--- src/hw/oc_timer_pkg.sv ---
// Constants shared by the per-port overcurrent fault timer
package oc_timer_pkg;
    localparam int          NUM_PORTS        = 8;
    localparam int          CLK_FREQ_HZ      = 125_000_000;
    // Time-out figures in milliseconds
    localparam int          TMO_SEL0_MS      = 60;
    localparam int          TMO_SEL1_MS      = 30;
    localparam int          TMO_SEL2_MS      = 120;
    localparam int          COOL_DOWN_MS     = 1000;
    // Counter tick of 1 ms; counts are in ticks
    localparam int          TICK_US          = 1000;
    localparam int          TICK_CYCLES      = (CLK_FREQ_HZ / 1_000_000) * TICK_US;
    localparam int          DECAY_DIV        = 16;
    // Timing configuration field layout
    localparam int          TSEL_LSB         = 2;
    localparam int          TSEL_W           = 2;
    localparam logic [7:0]  TIMING_CFG_RESET = 8'h00;
    localparam int          CNT_W            = 11;
    // Selection code to time-out in ms
    function automatic logic [CNT_W-1:0] tmo_ms(input logic [1:0] sel);
        case (sel)
            2'h1:    tmo_ms = CNT_W'(TMO_SEL1_MS);
            2'h2:    tmo_ms = CNT_W'(TMO_SEL2_MS);
            default: tmo_ms = CNT_W'(TMO_SEL0_MS);
        endcase
    endfunction
endpackage

--- src/hw/oc_port_timer.sv ---
// One port's overcurrent counter and cool-down timer
`timescale 1ns/10ps
module oc_port_timer
    import oc_timer_pkg::*;
(
    input  wire logic             sys_clk,     // System clock
    input  wire logic             rst,         // Sync reset, active high
    input  wire logic             clk_en,      // Freeze when low
    input  wire logic             tick,        // 1 ms strobe
    input  wire logic [CNT_W-1:0] limit,       // Selected time-out, ms
    input  wire logic             restart,     // Selection field changed
    input  wire logic             powered,     // Port power is on
    input  wire logic             startup_done, // Startup window expired
    input  wire logic             over_cut,    // Current at/above cut or folded back
    input  wire logic             cut_disable, // Fault timing disabled
    input  wire logic             turned_off,  // Power enable/reset/DC/fast shutdown off
    input  wire logic             cancel_cool, // Port reset or off/manual mode
    input  wire logic             semiauto,    // Semiauto mode
    input  wire logic             detect_en,   // Detect enable bit
    output logic                  fault_off,   // Pulse: remove port power
    output logic                  cooling,     // Cool-down running, power-on refused
    output logic                  redetect,    // Pulse: start detection
    output logic [CNT_W-1:0]      oc_count     // Counter value
);
    import oc_timer_pkg::*;

    logic [CNT_W-1:0] next_oc_count;
    logic [3:0]       decay, next_decay;
    logic [CNT_W-1:0] cool, next_cool;
    logic             next_cooling, next_fault_off, next_redetect;
    logic             active;

    // Counter and cool-down next state
    always_comb begin
        next_oc_count  = oc_count;
        next_decay     = decay;
        next_cool      = cool;
        next_cooling   = cooling;
        next_fault_off = 1'b0;
        next_redetect  = 1'b0;
        active         = powered && startup_done && !cut_disable;
        if (turned_off || !powered) begin
            next_oc_count = '0;
            next_decay    = '0;
        end else if (restart && oc_count != '0) begin
            next_oc_count = '0;
            next_decay    = '0;
        end else if (active && tick) begin
            if (over_cut) begin
                next_decay = '0;
                if (oc_count + 1'b1 >= limit) begin
                    next_oc_count  = '0;
                    next_fault_off = 1'b1;
                    next_cooling   = 1'b1;
                    next_cool      = '0;
                end else begin
                    next_oc_count = oc_count + 1'b1;
                end
            end else if (oc_count != '0) begin
                // Slow decay, floor at zero
                next_decay = decay + 1'b1;
                if (decay == 4'(DECAY_DIV - 1)) begin
                    next_oc_count = oc_count - 1'b1;
                end
            end
        end
        // Cool-down; cancel has priority over completion
        if (cooling && !next_fault_off) begin
            if (cancel_cool) begin
                next_cooling = 1'b0;
            end else if (tick) begin
                if (cool == CNT_W'(COOL_DOWN_MS - 1)) begin
                    next_cooling  = 1'b0;
                    next_redetect = semiauto && detect_en;
                end else begin
                    next_cool = cool + 1'b1;
                end
            end
        end
    end

    // State registers
    always_ff @(posedge sys_clk) begin
        if (rst) begin
            oc_count  <= '0;
            decay     <= '0;
            cool      <= '0;
            cooling   <= 1'b0;
            fault_off <= 1'b0;
            redetect  <= 1'b0;
        end else if (clk_en) begin
            oc_count  <= next_oc_count;
            decay     <= next_decay;
            cool      <= next_cool;
            cooling   <= next_cooling;
            fault_off <= next_fault_off;
            redetect  <= next_redetect;
        end
    end
endmodule // oc_port_timer

--- src/hw/port_overcurrent_fault_timer.sv ---
// Eight-port overcurrent fault timer with timing configuration register
// Functional notes
// Count up on overcurrent after startup window
// Two-bit select: 60, 30, 120 ms
// Reaching time-out switches port power off
// One-second cool-down blocks power-on
// Decrement at one-sixteenth rate, floor zero
// Clear counter whenever port turned off
// Select change restarts running counter
// Semiauto cool-down end restarts detection
// Reset command or off/manual cancels cool-down
// Cut-fault disable bit stops fault timing
// Eight independent counters, one shared select
`timescale 1ns/10ps
module port_overcurrent_fault_timer
    import oc_timer_pkg::*;
#(
    parameter int TICK_LEN = TICK_CYCLES // Cycles per 1 ms tick; a bench may shorten it
)
(
    input  wire logic                                sys_clk,             // System clock
    input  wire logic                                rst,                 // Sync reset
    input  wire logic                                clk_en,              // Freeze when low
    input  wire logic                                cfg_wr,              // Config write strobe
    input  wire logic [7:0]                          cfg_wdata,           // Config write data
    output logic [7:0]                               port_timing_configuration, // Config reg
    input  wire logic [oc_timer_pkg::NUM_PORTS-1:0]  powered,             // Port power on
    input  wire logic [oc_timer_pkg::NUM_PORTS-1:0]  startup_window,      // Window expired
    input  wire logic [oc_timer_pkg::NUM_PORTS-1:0]  overcurrent_cut_threshold, // Over cut
    input  wire logic [oc_timer_pkg::NUM_PORTS-1:0]  cut_fault_disable,   // Timing disabled
    input  wire logic [oc_timer_pkg::NUM_PORTS-1:0]  turned_off,          // Commanded off
    input  wire logic [oc_timer_pkg::NUM_PORTS-1:0]  cancel_cool,         // Reset or off/manual
    input  wire logic [oc_timer_pkg::NUM_PORTS-1:0]  semiauto,            // Semiauto mode
    input  wire logic [oc_timer_pkg::NUM_PORTS-1:0]  detect_en,           // Detect enable
    input  wire logic                                fast_shutdown_input, // Async pin
    input  wire logic [oc_timer_pkg::NUM_PORTS-1:0]  fast_shutdown_mask,  // Ports it sheds
    output logic [oc_timer_pkg::NUM_PORTS-1:0]       fault_off,           // Pulse: power off
    output logic [oc_timer_pkg::NUM_PORTS-1:0]       cooling,             // Power-on refused
    output logic [oc_timer_pkg::NUM_PORTS-1:0]       redetect             // Pulse: detect
);
    import oc_timer_pkg::*;

    logic [7:0]       next_cfg;
    logic             next_restart;
    logic [1:0]       overload_time_select;
    logic [CNT_W-1:0] limit;
    logic [16:0]      tick_cnt, next_tick_cnt;
    logic             tick;
    logic [2:0]       oss_sync, next_oss_sync;
    logic             oss_level, next_oss_level;

    // Register write; a write that changes the select restarts running counters.
    // Restart acts on the write edge itself, so no tick can meet a new
    // shorter limit with an old count and shed the port by mistake.
    always_comb begin
        next_cfg     = port_timing_configuration;
        next_restart = 1'b0;
        if (cfg_wr) begin
            next_cfg     = cfg_wdata;
            next_restart = cfg_wdata[TSEL_LSB +: TSEL_W] !=
                           port_timing_configuration[TSEL_LSB +: TSEL_W];
        end
    end

    // Reserved code 11 falls back to the default duration
    assign overload_time_select = port_timing_configuration[TSEL_LSB +: TSEL_W];
    assign limit                = tmo_ms(overload_time_select);

    // Millisecond tick divider, shared so all ports age alike
    always_comb begin
        tick          = tick_cnt == 17'(TICK_LEN - 1);
        next_tick_cnt = tick ? '0 : tick_cnt + 1'b1;
    end

    // Fast shutdown pin: three stages, change accepted when last two agree
    always_comb begin
        next_oss_sync  = {oss_sync[1:0], fast_shutdown_input};
        next_oss_level = (oss_sync[2] == oss_sync[1]) ? oss_sync[2] : oss_level;
    end

    always_ff @(posedge sys_clk) begin
        if (rst) begin
            port_timing_configuration <= TIMING_CFG_RESET;
            tick_cnt                  <= '0;
            oss_sync                  <= '0;
            oss_level                 <= 1'b0;
        end else if (clk_en) begin
            port_timing_configuration <= next_cfg;
            tick_cnt                  <= next_tick_cnt;
            oss_sync                  <= next_oss_sync;
            oss_level                 <= next_oss_level;
        end
    end

    // One timer per port, shared select
    for (genvar p = 0; p < NUM_PORTS; p++) begin : g_port
        oc_port_timer u_timer (
            .sys_clk      (sys_clk),
            .rst          (rst),
            .clk_en       (clk_en),
            .tick         (tick),
            .limit        (limit),
            .restart      (next_restart),
            .powered      (powered[p]),
            .startup_done (startup_window[p]),
            .over_cut     (overcurrent_cut_threshold[p]),
            .cut_disable  (cut_fault_disable[p]),
            .turned_off   (turned_off[p] | (oss_level & fast_shutdown_mask[p])),
            .cancel_cool  (cancel_cool[p]),
            .semiauto     (semiauto[p]),
            .detect_en    (detect_en[p]),
            .fault_off    (fault_off[p]),
            .cooling      (cooling[p]),
            .redetect     (redetect[p]),
            .oc_count     ()
        );
    end
endmodule // port_overcurrent_fault_timer

--- config.mk ---
export PLATFORM = sky130hd
export DESIGN_NAME = port_overcurrent_fault_timer
export DESIGN_NICKNAME = d
export VERILOG_FILES = /design/src/hw/oc_timer_pkg.sv /design/src/hw/oc_port_timer.sv /design/src/hw/port_overcurrent_fault_timer.sv
export SDC_FILE = /design/constraint.sdc
export NUM_CORES = 1
export LEC_CHECK = 0
export BUFFER_PORTS_ARGS = -buffer_cell sky130_fd_sc_hd__buf_2
export CORE_MARGIN = 2
export CORE_UTILIZATION = 38
export DETAILED_ROUTE_END_ITERATION = 8
export PLACE_DENSITY = 0.54
export SYNTH_ARGS = -nofsm -noshare
export SYNTH_HDL_FRONTEND = slang
export SYNTH_HIERARCHICAL = 1
export SYNTH_SLANG_ARGS = --single-unit
--- constraint.sdc ---
create_clock -name sys_clk -period 4.7 [get_ports sys_clk]
set_input_delay 0.235 -clock sys_clk [delete_from_list [all_inputs] [get_ports sys_clk]]
set_output_delay 0.235 -clock sys_clk [all_outputs]
set_load 0.005 [all_outputs]
==> impl_metrics.yaml <==
status:
  outcome: "complete, no violations"
grt:
  track_usage_pct: 19.8
  overflow: 0
  grt_pass1_wl_um: 88900
  grt_max_degree: 41
  antenna_found_initial: 0
  grt_pass1_vias: 17761
sta:
  rsz0062_at_grt: "no"
  hold_slack_ns: 0.0598
  clock_skew_ns: 0.0200
  period_share_pct: 78.9
  finalSetupViolations: 0
  tns_ns: 0
  hold_viol_final: 0
  fmax_mhz: 270
  max_slew_margin_pct: 29.3
  maxSlewViolCount: 0
  finalCriticalPeriod_ns: 3.71
  tightest_slew_ns: 1.06
yosys:
  synth_seq_cells: 261
  synth_cell_types: 87
  async_flop_share_pct: 0
  postSynthAreaPerCell_um2: 7.50
  synth_area_um2: 19400
  synthCells: 2588
  synth_warnings: 6
  synth_edf_count: 0
  yosysSeqAreaShare_pct: 26.9
  synthFlopType: "dfxtp_1"
clocking:
  htree_levels: 2
  root_buffer: "clkbuf_16"
  cts_tree: "done"
  cts.reportedPaths.clkPinSlew_ns: 0.06
  cts.sinks: 261
  ctsHoldBuffers: 9
  cts_made_buffers: 35
  insertion_delay_ns: 0.54
  cts_resized: 0
  clock_path_buffers: 3
  cts_post_setup_buffers_inserted: 0
drt:
  postRouteAntennaNets: 0
  top_layer: "met4"
  drt_iter0_drc: 1289
  vias: 19180
  met1Wirelength_um: 25600
  wl_met2_um: 24400
  met3_length_um: 2340
  drt_wl_total_um: 53500
  wl_per_cell_um: 15.8
  drt-pass1-iter-count: 5
  drc: 0
  via_per_inst: 5.65
power_and_ir_drop:
  ir_drop_mv: 0.198
  leakagePower_nw: 8.74
  pwr_density_cell_nw_per_um2: 244
floorplan:
  boundaryPins: 117
  start_util_pct: 38.6
  die_area_um2: 52900
  die_h_um: 230
  core_area_um2: 50300
  die_w_um: 230
  num_rows: 82
setup_path:
  critPathMaxFanout: 15
  required_ns: 5.16
  cpPeakStageDelay_ns: 0.54
  cp-start-kind: "register"
  path_class: "register to register"
  slowest_stage: "nor4_1"
  worst_ep_arrival_time_ns: 4.17
  worstPathCellList: "ha_1 > and4_1 > nand4_1 > nor2_4 > buf_4 > nand4b_1 > nor4_1 > and2b_1 > nand2_1 > o21ai_0"
  crit_path_end_kind: "register"
placed_design:
  port_buffers: 116
  dp_hpwl_um: 37900
  gp_congestion: 0.863
worst_hold_path:
  worst_hold_path_type: "input pin to register"
finish:
  diodes: 0
  drive_gt1_share_pct: 10.4
  nets: 2907
  area_growth_pct: 12.2
run:
  drv_cap: 0
[critical path: cells and delay by family (launching register included)]
family,cells,cell delay (ns)
compound gates,1,0.19
fa+ha+maj,1,0.27
buf+inv,1,0.36
flops,1,0.42
simple gates,7,2.38
[kinds of logic after synthesis]
family	count (synthesis)	share of synthesized area, %
other	2	0.0387
buffers and inverters	288	6.30
adder cells (fa/ha/maj)	121	7.80
XOR/XNOR	124	5.59
AO/OA/AOI/OAI	564	19.6
AND/OR/NAND/NOR	1202	32.3
multiplexers	26	1.39
flip-flops	261	26.9
[area by class of cell]
| cell class | count | area, um2 |
|---|---|---|
| clock buffers | 53 | 1030 |
| clock inverters | 5 | 78.8 |
| fillers | 5107 | 28500 |
| inverters | 171 | 642 |
| multi-input cells | 2093 | 13200 |
| flip-flops and latches | 261 | 5230 |
| well taps | 672 | 841 |
| repair buffers | 139 | 781 |
[cell usage in the layout (no fill, tap or decap), drive strengths merged, types with 9 or more instances in the layout]
cell type,count
a21oi,124
clkbuf,53
nand4b,15
inv,166
or4,34
nand3,191
a21o,18
o311a,12
o22ai,20
nor4,80
or2,20
nor2,235
a22o,34
or3,13
or3b,20
dlygate4sd3,9
xnor2,67
nand2,268
a31oi,63
nor3,88
and4,9
a31o,13
o21ai,141
ha,121
a211o,9
nor2b,25
a211oi,10
xor2,57
and2,15
and3,18
dfxtp,261
nand2b,25
conb,56
nand3b,12
o21a,9
o31ai,36
mux2i,19
buf,130
nand4,110
[synthesized netlist by cell type (all sizes together), types with 8 or more instances]
| master | n | area share (%) |
|---|---|---|
| nand2 | 268 | 5.2 |
| dfxtp | 261 | 27 |
| nor2 | 235 | 4.6 |
| nand3 | 191 | 4.9 |
| inv | 165 | 3.2 |
| o21ai | 141 | 3.8 |
| a21oi | 124 | 3.2 |
| ha | 121 | 7.8 |
| nand4 | 110 | 3.5 |
| nor3 | 88 | 2.3 |
| nor4 | 80 | 3.1 |
| clkbuf | 71 | 1.4 |
| xnor2 | 67 | 3.0 |
| a31oi | 63 | 2.0 |
| xor2 | 57 | 2.6 |
| buf | 46 | 1.6 |
| o31ai | 36 | 1.7 |
| a22o | 34 | 1.5 |
| or4 | 34 | 1.5 |
| nand2b | 25 | 0.81 |
| nor2b | 25 | 0.81 |
| o22ai | 20 | 0.72 |
| or2 | 20 | 0.64 |
| or3b | 20 | 0.90 |
| mux2i | 19 | 0.98 |
| a21o | 18 | 0.70 |
| and3 | 18 | 0.58 |
| and2 | 15 | 0.48 |
| nand4b | 15 | 0.68 |
| a31o | 13 | 0.59 |
| or3 | 13 | 0.42 |
| nand3b | 12 | 0.46 |
| o311a | 12 | 0.62 |
| a211oi | 10 | 0.41 |
| a211o | 9 | 0.41 |
| and4 | 9 | 0.41 |
| o21a | 9 | 0.35 |
| a21boi | 8 | 0.31 |
| a22oi | 8 | 0.31 |
[final timing paths]
path | start | to | slack, ns | depth (start not counted)
setup / recovery | tick_cnt[0]$_SDFFE_PP0P_ | g_port[0].u_timer/oc_count[0]$_SDFFE_PP0P_ | 0.99 | 10
hold / removal | cancel_cool[3] | g_port[3].u_timer/cooling$_SDFFE_PP0P_ | 0.06 | 4
setup reg to reg | tick_cnt[0]$_SDFFE_PP0P_ | g_port[0].u_timer/oc_count[0]$_SDFFE_PP0P_ | 0.99 | 10
hold reg to reg | port_timing_configuration[1]$_SDFFE_PP0P_ | port_timing_configuration[1]$_SDFFE_PP0P_ | 0.46 | 2
[routing by layer]
layer	global-route usage [%]	vias to the layer above
met4	6.21	0
met1	26.9	8992
met2	32.4	460
met3	2.47	75
li1	-	9653
met5	0	-
[report_power, final]
part           internal (mW)  leakage, nW  switching, mW
Combinational          0.152         6.09          0.288
Sequential              2.22         2.10        0.00720
Clock                   1.61        0.547           1.03
[flip-flops by register name, summed over array words and instances, names as in the netlist]
name / flops
g_port.u_timer/cool: 88
g_port.u_timer/cooling: 8
g_port.u_timer/decay: 32
g_port.u_timer/fault_off: 8
g_port.u_timer/oc_count: 88
g_port.u_timer/redetect: 8
oss_level: 1
oss_sync: 3
port_timing_configuration: 8
tick_cnt: 17
[metrics by stage]
step	instances	instance area [um2]	total power, mW	util (%)	worst slack, ns
2_1_floorplan	2642	19600	2.56	-	1.24
3_3_place_gp	3327	20600	2.70	41.0	1.17
3_5_place_dp	3327	20600	2.71	41.0	0.967
4_1_cts	3394	21800	5.41	43.3	0.971
5_1_grt	3394	21800	5.55	43.3	0.609
6_report	3394	21800	5.31	43.3	0.990
(Power assumes the default switching activity.)
